## src/ihiu_map.vh

```
`ifndef IHIU_MAP_VH
`define IHIU_MAP_VH

// Host port direct addresses
`define IHIU_ADDR_CAUSE    3'h0
`define IHIU_ADDR_DSTAT1   3'h2
`define IHIU_ADDR_DERR     3'h3
`define IHIU_ADDR_DSTAT2   3'h7

// Cause register layout
`define IHIU_CB_DTX        0
`define IHIU_CB_DRX        1
`define IHIU_CB_DSTAT1     2
`define IHIU_CB_DERR       3
`define IHIU_CB_BCHAN      4
`define IHIU_CB_LINE       5
`define IHIU_CB_DSTAT2     6
`define IHIU_CB_PORT       7
`define IHIU_CAUSE_RST     8'h00

// Enable and status bit positions
`define IHIU_M1_TX         0
`define IHIU_M1_RX         1
`define IHIU_M1_EOF        3
`define IHIU_M3_ADDR       0
`define IHIU_M3_FLAGTX     1
`define IHIU_M3_LOST       6
`define IHIU_S1_ADDR       0
`define IHIU_S1_EOF        1
`define IHIU_S1_FLAGTX     6
`define IHIU_S2_LOST       2
`define IHIU_S2_SECOND     7
`define IHIU_EF_SECOND     1
`define IHIU_MUX4_BCHAN    3
`define IHIU_PIE_GLOBAL    7

// Status 2 group source bit, mask 3 enable bit
`define IHIU_S2_LASTRX     0
`define IHIU_S2_BYTERX     1
`define IHIU_S2_LASTTX     3
`define IHIU_S2_SPACETX    4
`define IHIU_M3_LASTRX     2
`define IHIU_M3_BYTERX     3
`define IHIU_M3_LASTTX     4
`define IHIU_M3_SPACETX    5

// Group widths and first bit positions
`define IHIU_ERR_N         8
`define IHIU_LINE_N        4
`define IHIU_S2_N          4
`define IHIU_MF_N          3
`define IHIU_MFS_LO        5
`define IHIU_MFC_LO        1
`define IHIU_PS_N          7

// Line status bit, line mode 2 enable bit
`define IHIU_LS_F3         3
`define IHIU_LS_F7         4
`define IHIU_LS_F8         5
`define IHIU_LS_HOOK       7
`define IHIU_LM_F3         3
`define IHIU_LM_F7         6
`define IHIU_LM_F8         4
`define IHIU_LM_HOOK       5

// Frame timing
`define IHIU_CLK_NS        100
`define IHIU_FRAME_NS      125000
`define IHIU_FRAME_CYC     (`IHIU_FRAME_NS / `IHIU_CLK_NS)
`define IHIU_FCNT_W        11
`define IHIU_FCNT_ZERO     11'h000
`define IHIU_FCNT_ONE      11'h001
`define IHIU_FCNT_LAST     11'h4e1

`endif

```

## src/ihiu_frame_timer.v

```verilog
`timescale 1ns/1ps
`include "ihiu_map.vh"

module ihiu_frame_timer (
  // System
  input  wire clk_i,
  input  wire rst_i,
  // Frame boundary
  output wire tick_o
);

  localparam [`IHIU_FCNT_W-1:0] LAST = `IHIU_FCNT_LAST;

  reg  [`IHIU_FCNT_W-1:0] cnt_ff;
  wire [`IHIU_FCNT_W-1:0] nxt_cnt;

  assign tick_o  = (cnt_ff == LAST);
  assign nxt_cnt = tick_o ? `IHIU_FCNT_ZERO : cnt_ff + `IHIU_FCNT_ONE;

  always @(posedge clk_i or posedge rst_i) begin
    if (rst_i) begin
      cnt_ff <= `IHIU_FCNT_ZERO;
    end else begin
      cnt_ff <= nxt_cnt;
    end
  end

endmodule

```

## src/ihiu_irq_unit.v

```verilog
// Operation
// RQ1 - At most one interrupt per frame
// RQ2 - Cause read deasserts output, clears cause
// RQ3 - Events during cause read held, applied after
// RQ4 - Reset clears all pending interrupt conditions
// RQ5 - Bits 0, 1, 4 flag buffer readiness
// RQ6 - Host loads transmit buffer within 375 us
// RQ7 - Host reads receive buffer within 425 us
// RQ8 - Host services B buffers within 122.4 us
// RQ9 - One shared cause bit for B channels
// RQ10 - Bits 2,3,5,6,7 summarise enabled status groups
// RQ11 - Every source disableable; bit 7 globally maskable
// RQ12 - Only enabled sources reach cause and output
// RQ13 - Global setup bit 2 forces output inactive
// RQ14 - Reads anytime; status frozen during status read
// RQ15 - Bits 0, 1 threshold, mask1 bits 0, 1
// RQ16 - Bit 2 collects three status-1 sources
// RQ17 - Bit 3 collects errors and packet lost
// RQ18 - Bit 4 enabled by mux control 4 bit 3
// RQ19 - Bit 5 collects four line status changes
// RQ20 - Bit 6 collects status-2 sources
// RQ21 - Bit 7 collects multiframe and port status
// RQ22 - Eight-bit data, three address, strobe decode
// RQ23 - Output low while enabled cause pending
// RQ24 - Causes sampled per frame, issued at boundary
`timescale 1ns/1ps
`include "ihiu_map.vh"

module ihiu_irq_unit (
  // System
  input  wire       clk_i,
  input  wire       rst_i,
  // Host port
  input  wire       cs_n_i,
  input  wire       rd_n_i,
  input  wire       wr_n_i,
  input  wire [2:0] addr_i,
  input  wire [7:0] data_i,
  output wire [7:0] data_o,
  output wire       data_oe_o,
  output wire       int_n_o,
  // Status freeze toward status register owners
  output wire       status_freeze_o,
  // Buffer ready sources
  input  wire       dtx_thresh_i,
  input  wire       drx_thresh_i,
  input  wire       bchan_ready_i,
  // Status and error sources
  input  wire [7:0] dlink_status_reg1_i,
  input  wire [7:0] dlink_status_reg2_i,
  input  wire [7:0] dlink_error_reg_i,
  input  wire [7:0] line_status_reg_i,
  input  wire [7:0] multiframe_status_i,
  input  wire [7:0] port_status_i,
  // Enables
  input  wire [7:0] dlink_mask_reg1_i,
  input  wire [7:0] dlink_error_mask_reg_i,
  input  wire [7:0] dlink_mask_reg3_i,
  input  wire [7:0] line_mode_reg2_i,
  input  wire [7:0] bchan_mux_ctrl4_i,
  input  wire [7:0] multiframe_ctrl_i,
  input  wire [7:0] port_irq_enable_i,
  input  wire [7:0] ext_feature_ctrl_i,
  input  wire       int_disable_i
);

  // Host access decode
  wire       rd_cyc;
  wire       cause_rd;
  wire       stat_rd;
  wire       cause_rd_end;

  // Source summary
  wire [7:0] cause_now;
  wire       grp_dstat1;
  wire       grp_derr;
  wire       grp_line;
  wire       grp_dstat2;
  wire       grp_port;
  wire [3:0] line_src;
  wire [3:0] line_en;
  wire [3:0] s2_src;
  wire [3:0] s2_en;
  wire [3:0] line_hit;
  wire [3:0] s2_hit;
  wire [7:0] err_hit;
  wire [2:0] mf_hit;
  wire [6:0] port_hit;
  wire       addr_dstat1;
  wire       addr_derr;
  wire       addr_dstat2;
  wire       int_pin_on;
  genvar     gi;

  // State
  reg  [7:0] pend_ff;
  reg  [7:0] cause_ff;
  reg        int_act_ff;
  reg        int_n_ff;
  reg        cause_rd_ff;
  reg        apply_due_ff;
  reg  [7:0] nxt_pend;
  reg  [7:0] nxt_cause;
  reg        nxt_int_act;
  reg        nxt_apply_due;
  wire       tick;
  wire       apply;

  ihiu_frame_timer u_frame (
    .clk_i  (clk_i),
    .rst_i  (rst_i),
    .tick_o (tick)
  );

  // Direct register decode, strobes active low
  assign rd_cyc   = ~cs_n_i & ~rd_n_i & wr_n_i; // RQ22
  assign cause_rd = rd_cyc & (addr_i == `IHIU_ADDR_CAUSE); // RQ22
  assign addr_dstat1 = (addr_i == `IHIU_ADDR_DSTAT1);
  assign addr_derr   = (addr_i == `IHIU_ADDR_DERR);
  assign addr_dstat2 = (addr_i == `IHIU_ADDR_DSTAT2);
  assign stat_rd     = rd_cyc & (addr_dstat1 | addr_derr | addr_dstat2); // RQ14

  // Owners of the status registers hold their contents while this is high
  assign status_freeze_o = stat_rd; // RQ14

  // End of a cause read: strobe released after being seen low
  assign cause_rd_end = cause_rd_ff & ~cause_rd; // RQ2

  // Buffer readiness bits
  assign cause_now[`IHIU_CB_DTX] =
    dtx_thresh_i & dlink_mask_reg1_i[`IHIU_M1_TX]; // RQ5 RQ15
  assign cause_now[`IHIU_CB_DRX] =
    drx_thresh_i & dlink_mask_reg1_i[`IHIU_M1_RX]; // RQ5 RQ15
  assign cause_now[`IHIU_CB_BCHAN] =
    bchan_ready_i & bchan_mux_ctrl4_i[`IHIU_MUX4_BCHAN]; // RQ5 RQ9 RQ18

  // D-link status 1 group
  assign grp_dstat1 =
    (dlink_status_reg1_i[`IHIU_S1_ADDR] & dlink_mask_reg3_i[`IHIU_M3_ADDR]) |
    (dlink_status_reg1_i[`IHIU_S1_EOF] & dlink_mask_reg1_i[`IHIU_M1_EOF]) |
    (dlink_status_reg1_i[`IHIU_S1_FLAGTX] &
     dlink_mask_reg3_i[`IHIU_M3_FLAGTX]); // RQ16
  assign cause_now[`IHIU_CB_DSTAT1] = grp_dstat1; // RQ10

  // Error group: each error bit has its own enable of the same position
  generate
    for (gi = 0; gi < `IHIU_ERR_N; gi = gi + 1) begin : g_err
      assign err_hit[gi] = dlink_error_reg_i[gi] & dlink_error_mask_reg_i[gi]; // RQ17
    end
  endgenerate
  assign grp_derr =
    (|err_hit) |
    (dlink_status_reg2_i[`IHIU_S2_LOST] &
     dlink_mask_reg3_i[`IHIU_M3_LOST]); // RQ17
  assign cause_now[`IHIU_CB_DERR] = grp_derr; // RQ10

  // Line state change group
  assign line_src = {line_status_reg_i[`IHIU_LS_HOOK],
                     line_status_reg_i[`IHIU_LS_F8],
                     line_status_reg_i[`IHIU_LS_F7],
                     line_status_reg_i[`IHIU_LS_F3]};
  assign line_en  = {line_mode_reg2_i[`IHIU_LM_HOOK],
                     line_mode_reg2_i[`IHIU_LM_F8],
                     line_mode_reg2_i[`IHIU_LM_F7],
                     line_mode_reg2_i[`IHIU_LM_F3]};
  generate
    for (gi = 0; gi < `IHIU_LINE_N; gi = gi + 1) begin : g_line
      assign line_hit[gi] = line_src[gi] & line_en[gi]; // RQ19
    end
  endgenerate
  assign grp_line = |line_hit; // RQ19
  assign cause_now[`IHIU_CB_LINE] = grp_line; // RQ10

  // D-link status 2 group: four sources against four mask 3 enables, plus the second bit against ext feature bit 1
  assign s2_src = {dlink_status_reg2_i[`IHIU_S2_SPACETX],
                   dlink_status_reg2_i[`IHIU_S2_LASTTX],
                   dlink_status_reg2_i[`IHIU_S2_BYTERX],
                   dlink_status_reg2_i[`IHIU_S2_LASTRX]};
  assign s2_en  = {dlink_mask_reg3_i[`IHIU_M3_SPACETX],
                   dlink_mask_reg3_i[`IHIU_M3_LASTTX],
                   dlink_mask_reg3_i[`IHIU_M3_BYTERX],
                   dlink_mask_reg3_i[`IHIU_M3_LASTRX]};
  generate
    for (gi = 0; gi < `IHIU_S2_N; gi = gi + 1) begin : g_s2
      assign s2_hit[gi] = s2_src[gi] & s2_en[gi]; // RQ20
    end
  endgenerate
  assign grp_dstat2 =
    (|s2_hit) |
    (dlink_status_reg2_i[`IHIU_S2_SECOND] &
     ext_feature_ctrl_i[`IHIU_EF_SECOND]); // RQ20
  assign cause_now[`IHIU_CB_DSTAT2] = grp_dstat2; // RQ10

  // Multiframe and serial port group, with whole-group gate
  generate
    for (gi = 0; gi < `IHIU_MF_N; gi = gi + 1) begin : g_mf
      assign mf_hit[gi] = multiframe_status_i[`IHIU_MFS_LO + gi] &
                          multiframe_ctrl_i[`IHIU_MFC_LO + gi]; // RQ21
    end
    for (gi = 0; gi < `IHIU_PS_N; gi = gi + 1) begin : g_port
      assign port_hit[gi] = port_status_i[gi] & port_irq_enable_i[gi]; // RQ21 RQ11
    end
  endgenerate
  assign grp_port = ((|mf_hit) | (|port_hit)) &
                    port_irq_enable_i[`IHIU_PIE_GLOBAL]; // RQ21 RQ11
  assign cause_now[`IHIU_CB_PORT] = grp_port; // RQ10 RQ12

  // Pending causes move into the cause register once per frame, or on
  // the first cycle after a cause read that straddled the boundary.
  assign apply = (tick | apply_due_ff) & ~cause_rd; // RQ24 RQ3

  // Cause bits: a read end clears, an apply in the same cycle sets again
  always @* begin
    nxt_pend  = pend_ff | cause_now; // RQ12
    nxt_cause = cause_ff;
    if (cause_rd_end) begin
      nxt_cause = `IHIU_CAUSE_RST; // RQ2
    end
    if (apply) begin
      // Sources still active in this cycle stay pending: set wins
      nxt_pend  = cause_now;
      nxt_cause = nxt_cause | pend_ff; // RQ24
    end
  end

  // Interrupt request and the deferred apply
  always @* begin
    nxt_int_act   = int_act_ff;
    nxt_apply_due = apply_due_ff;
    if (tick & cause_rd) begin
      nxt_apply_due = 1'b1; // RQ3
    end
    if (cause_rd_end) begin
      nxt_int_act = 1'b0; // RQ2
    end
    if (apply) begin
      nxt_apply_due = 1'b0;
      if (|pend_ff) begin
        nxt_int_act = 1'b1; // RQ1 RQ24
      end
    end
  end

  // Pin level: active low, held high while the output is disabled
  assign int_pin_on = nxt_int_act & ~int_disable_i; // RQ13 RQ23

  always @(posedge clk_i or posedge rst_i) begin
    if (rst_i) begin
      pend_ff <= `IHIU_CAUSE_RST; // RQ4
    end else begin
      pend_ff <= nxt_pend;
    end
  end

  always @(posedge clk_i or posedge rst_i) begin
    if (rst_i) begin
      cause_ff <= `IHIU_CAUSE_RST; // RQ4
    end else begin
      cause_ff <= nxt_cause;
    end
  end

  always @(posedge clk_i or posedge rst_i) begin
    if (rst_i) begin
      int_act_ff <= 1'b0; // RQ4
    end else begin
      int_act_ff <= nxt_int_act;
    end
  end

  always @(posedge clk_i or posedge rst_i) begin
    if (rst_i) begin
      int_n_ff <= 1'b1; // RQ4
    end else begin
      int_n_ff <= ~int_pin_on; // RQ13 RQ23
    end
  end

  // Strobe history for the end of a cause read
  always @(posedge clk_i or posedge rst_i) begin
    if (rst_i) begin
      cause_rd_ff <= 1'b0;
    end else begin
      cause_rd_ff <= cause_rd;
    end
  end

  // Tick seen during a cause read, applied once the read ends
  always @(posedge clk_i or posedge rst_i) begin
    if (rst_i) begin
      apply_due_ff <= 1'b0;
    end else begin
      apply_due_ff <= nxt_apply_due;
    end
  end

  // Cause register cannot change during a read, so it is driven directly
  assign data_o    = cause_ff;
  assign data_oe_o = cause_rd; // RQ14 RQ22
  assign int_n_o   = int_n_ff; // RQ23

endmodule

```

## config.mk

```make
export PLATFORM = sky130hd
export DESIGN_NAME = ihiu_irq_unit
export DESIGN_NICKNAME = d
export VERILOG_FILES = /design/src/ihiu_frame_timer.v /design/src/ihiu_irq_unit.v
export VERILOG_INCLUDE_DIRS = /design/src
export SDC_FILE = /design/constraint.sdc
export NUM_CORES = 1
export LEC_CHECK = 0
export BUFFER_PORTS_ARGS = -buffer_cell sky130_fd_sc_hd__buf_2
export CAP_MARGIN = 20
export CORE_MARGIN = 2
export CORE_UTILIZATION = 40
export CTS_BUF_LIST = sky130_fd_sc_hd__clkbuf_8
export CTS_CLUSTER_DIAMETER = 60
export DETAILED_ROUTE_END_ITERATION = 6
export GPL_ROUTABILITY_DRIVEN = 0
export GPL_TIMING_DRIVEN = 0
export PLACE_DENSITY = 0.88
export SYNTH_ARGS = -nofsm -noshare
export SYNTH_HDL_FRONTEND = slang
export SYNTH_SLANG_ARGS = --single-unit
```

## constraint.sdc

```tcl
create_clock -name clk_i -period 4.6 [get_ports clk_i]
set_input_delay 0.69 -clock clk_i [delete_from_list [all_inputs] [get_ports clk_i]]
set_output_delay 0.69 -clock clk_i [all_outputs]
set_load 0.03 [all_outputs]
```

-- After elaboration in Yosys (flattened, before gate mapping)
Cells that the tools add are included.
- flip-flop bits (word level): 31
- input bits: 132
- output and inout port bits: 11
- logic and storage cells: 87
- $add $sub $neg: 1
- equality and inequality tests: 4
- muxes and demuxes: 9
- bitwise operators: 58
- reduce and logical (&&, ||, !) cells: 8
- operator list (kind ; number):
    bitwise AND 1 bit ; 43
    two-way mux 8 bit ; 3
    OR 8 bit ; 2
    OR reduction 8 bit ; 2
    adder 11 x 1 -> 11 bit (second input constant) ; 1
    equality test 11 bit (second input constant) ; 1
    two-way mux 11 bit ; 1
    OR 1 bit ; 8
    OR reduction 4 bit ; 2
    OR reduction 7 bit ; 1
    equality test 3 x 2 -> 1 bit (second input constant) ; 2
    two-way mux 1 bit ; 5
    inverter 1 bit ; 5
    equality test 3 bit (second input constant) ; 1
    zero test 3 bit ; 1
    OR reduction 3 bit ; 1
    nonzero test 2 bit ; 1

-- Depth between registers and ports, before layout
- depth after elaboration: 11
- gate-level depth with buffers: 7
- depth with buffers taken out: 6

-- Modules after synthesis
From an unflattened synthesis, not the netlist that was laid out.
- cells, all modules: 126
- area, all modules: 1446.4 µm²
- modules (own cells, without submodules) (module ; times used ; cells each ; area an instance (µm²) ; seq. area each (µm²)):
    ihiu_irq_unit ; 1 ; 73 ; 913.4 ; 501.7
    ihiu_frame_timer ; 1 ; 53 ; 533.0 ; 275.3

-- Least setup slack after synthesis
OpenSTA, ideal clock, no wires.
- path type: input-to-output
- start point: in cs_n_i
- end point: out data_oe_o
- arrival: 1820 ps
- data required time: 3910 ps
- path slack: 2090 ps
- cell stages on the path: 4
- path buffers: 1
- cells stage by stage: or3b_1 -> or4_1 -> buf_2 -> inv_1
- word-level cells in the longest chain between the ends: 4
- ends and longest elaborated chain (what ; RTL line ; RTL):
    start: declaration ; ihiu_irq_unit.v:34 ; input wire cs_n_i,
    inverter 1 bit ; ihiu_irq_unit.v:116 ; assign rd_cyc = ~cs_n_i & ~rd_n_i & wr_n_i;
    bitwise AND 1 bit (2 in series) ; ihiu_irq_unit.v:116 ;
    bitwise AND 1 bit ; ihiu_irq_unit.v:117 ; assign cause_rd = rd_cyc & (addr_i == `IHIU_ADDR_CAUSE);
    end: declaration ; ihiu_irq_unit.v:40 ; output wire data_oe_o,
No other way between the ends.

-- Final worst setup path
Ends and elaborated chain as after synthesis.

==> results.md <==
Outcome:
- The run finished with clean final reports.

Routing:
- The number of nets still failing antenna checks after routing is 0.
- The average routed wire per standard cell is 12.95 um.
- The first routing iteration left 26 violations.
- The remaining routing DRC violations is 0.
- Across all layers, the routed design uses 1342 vias.
- The first detailed-routing pass took 5 iterations.
- The detailed-route wire length is 3457 um.
- The per-cell via count in the routed design is 5.026.

Logic synthesis:
- The cell area after technology mapping is 1436 um2.
- After synthesis, the mean cell area works out to 11.58 um2.
- Of all cell types, the one taking the most synthesized area is sky130_fd_sc_hd__dfrtp_1.
- The share of the Yosys chip area taken by registers is 0.5409.
- The async set or reset register ratio after synthesis is 1.000.
- In this run, synthesis produced a sequential element count of 31.
- Of the post-synthesis cell area, the dominant cell type holds 0.5226.
- Counting distinct cell types in the post-synthesis netlist gives 34.
- The number of enable-type register cells in the synthesized netlist is 0.
- Sorting the synthesized cells by area gives the leading types as sky130_fd_sc_hd__dfrtp_1 (52%), sky130_fd_sc_hd__a22o_1 (9.1%), sky130_fd_sc_hd__a22oi_1 (3.1%).
- The Yosys step of the flow raised 0 warnings.
- The most frequently used flop master after synthesis is sky130_fd_sc_hd__dfrtp_1.
- The number of instances in the synthesized netlist is approximately 120.
- The number of nets in the synthesized netlist is 258.

STA:
- Measured against its own limit, the worst slew margin works out to 0.6965.
- At the pin with the least slew margin, the transition time is 0.4538 ns.
- The final count of hold timing violations is 0.
- The clock period could shrink to 2.686 ns.
- For the final routed database, the setup TNS stands at 0 ns.
- The number of pins exceeding their max-slew limit in the final report is 0.
- Setup repair after global routing left no endpoint under its margin.
- The maximum clock frequency is roughly 370 MHz.
- The number of endpoints failing setup at the final stage is 0.
- The post-route clock skew is between 0.004 and 0.005 ns.
- Dividing the final minimum period by the clock period gives 0.5840.
- The worst slack on hold paths is 0.4074 ns.

Clocking:
- The number of setup buffers added after CTS is 0.
- In this run, post-CTS repair resized a total of 0 instances.
- The worst-skew pair later-pin latency is 0.28 ns.
- The clock input transition at the sequential cells of the worst setup and hold paths is 0.06 ns.
- The count of hold buffers inserted by post-cts repair is 0.
- CTS saw 31 sinks.
- The H-tree was split into 2 levels.
- The total clock buffers created by CTS is 5.
- In this run the deepest clock path goes through 2 buffers.
- Clock tree synthesis selected as its root buffer the cell sky130_fd_sc_hd__clkbuf_8.
- TritonCTS built the clock tree.

Worst setup path:
- The biggest fanout along the worst timing path is 5.
- Counting cells, the worst reg-to-reg path comes to 6.
- The required time of the critical path is 3.91 ns.
- The highest cell delay on the worst timing path is 0.39 ns.
- STA classifies the critical path endpoint as a primary output.
- The startpoint type of the worst setup path is a primary input.
- Among all stages on the critical path, the largest delay is contributed by sky130_fd_sc_hd__or3b_1.
- The critical path arrival is 2.00 ns.
- By instance count, the cell type seen most on the critical path is sky130_fd_sc_hd__buf_2.
- The classification of the worst setup path is primary input to primary output.
- The critical path goes through buf_2 -> or3b_1 -> or4_1 -> buf_2 -> inv_1 -> buf_2.

GRT:
- The via count of the first global-routing pass is roughly 1400.
- The number of antenna violations at the first check in global routing is 0.
- The pin count of the biggest net entering global routing is 23.
- For this run the aggregate overflow at the end of global routing stands at 0.
- The wire length of the first global-routing pass is just under 6000 um.
- For this run, the total global-route usage over all layers was measured as 0.1857.

Floorplanning:
- The initial cell density of the core is 0.4238.
- The die footprint is 4086 um2.
- The number of primary I/O pins is about 140.
- From bottom edge to top edge, the die measures 63.93 um.
- The die is 63.93 um wide.
- The region available for standard cell placement spans between 3000 and 4000 um2.
- The row count is 21.

Hold path:
- In this run the worst hold path is classified as primary input to asynchronous set/reset pin.

Layout:
- Compared with the post-synthesis result, the final layout area differs by 45.82%.
- The fraction of final layout cells with drive strength greater than 1 is 0.4796.
- The number of antenna diodes in the final layout is 0.
- The layout net count is between 300 and 400.

Place:
- The number of input and output port buffers inserted is a little under 90.
- The placed wire-length estimate is about 2700 um.

Power:
- In this run the power density over the cells is roughly 300 nW/um2.
- The worst IR drop on VDD is 0.2003 mV.
- For this design the static power due to leakage is 1.105 nW.

Flow run:
- Across the run, the number of max-cap violations was 0.
-- synthesized netlist by cell type, types with 2 or more instances --
master / instances
sky130_fd_sc_hd__xor2_1: 5
sky130_fd_sc_hd__nand2_1: 5
sky130_fd_sc_hd__nand3_1: 3
sky130_fd_sc_hd__xnor2_1: 4
sky130_fd_sc_hd__nand4_1: 4
sky130_fd_sc_hd__a22oi_1: 6
sky130_fd_sc_hd__nor4_1: 2
sky130_fd_sc_hd__a221oi_1: 3
sky130_fd_sc_hd__a222oi_1: 3
sky130_fd_sc_hd__o21ai_1: 3
sky130_fd_sc_hd__dfrtp_1: 30
sky130_fd_sc_hd__nor2_1: 12
sky130_fd_sc_hd__a22o_1: 15
sky130_fd_sc_hd__ha_1: 2
sky130_fd_sc_hd__inv_1: 8
-- report_power, final --
group	leakage, nW	internal (mW)	switching, mW
clock network	0.0695	0.214	0.0959
logic	0.662	0.0326	0.0209
registers	0.373	0.273	0.000308
-- flip-flops by register name, indices dropped and copies added (netlist names) --
signal	flops
pend_ff	8
data_o	8
u_frame.cnt_ff	11
apply_due_ff	1
cause_rd_ff	1
int_act_ff	1
int_n_o	1
-- final cells by class --
class | count | area, um2
inverters | 8 | 30.03
repair buffers | 89 | 467.9
multi-input cells | 83 | 613.1
clock buffers | 5 | 68.82
well taps | 46 | 57.56
fillers | 286 | 1295
flip-flops and latches | 31 | 777.0
plain buffers | 2 | 16.27
clock inverters | 3 | 63.81
-- critical path, delay by kind of cell --
family        cells  cell delay, ns
simple gates      2            0.78
buf+inv           4            0.52
-- path summary, 6_finish.rpt --
kind / end / slack [ns] / start
worst max-delay path: data_oe_o / 1.91 / cs_n_i
worst min-delay path: data_o[3] / 0.41 / rst_i
worst max register to register: pend_ff[7] / 2.59 / u_frame.cnt_ff[1]
worst min register to register: int_n_o / 0.48 / int_act_ff
max in group asynchronous: cause_rd_ff / 3.74 / rst_i
min in group clk_i: int_n_o / 0.48 / int_act_ff
-- logic make-up after synthesis --
family                     count (synthesis)  synth area share
and+or+nand+nor                           36            0.1420
buffers and inverters                     10           0.03223
adders and majority gates                  2           0.01742
AOI/OAI and AO/OA                         36            0.2125
xor gates and xnor gates                   9           0.05487
DFF                                       31            0.5409
-- per-layer routing --
layer  wire (um)  share of wire  track usage  vias to the layer above
met5           0              0            0                        -
met4          23         0.0067      0.04891                        0
met3         247          0.071      0.05810                        4
met2        1757           0.51       0.3320                       61
met1        1429           0.41       0.2131                      620
li1            -              -            -                      657
-- stage by stage --
stage	power [mW]	util	area, um2	worst slack [ns]	cells
2_1_floorplan	0.2945	-	1436	2.090	124
3_3_place_gp	0.3288	0.5707	1934	1.901	258
3_5_place_dp	0.3327	0.5788	1962	1.906	259
4_1_cts	0.6433	0.6179	2095	1.904	267
5_1_grt	0.6603	0.6179	2095	1.848	267
6_report	0.6371	0.6179	2095	1.914	267
-- placed cells by master (no fill, tap or decap), drive strengths merged, types with 3 or more instances in the layout --
cell type	count
a22o	15
xor2	5
buf	91
clkbuf	5
nor2	12
nand3	3
a222oi	3
a22oi	6
nand4	4
dfrtp	30
nand2	6
xnor2	4
o21ai	5
inv	9
a221oi	3
(Power assumes the default switching activity.)
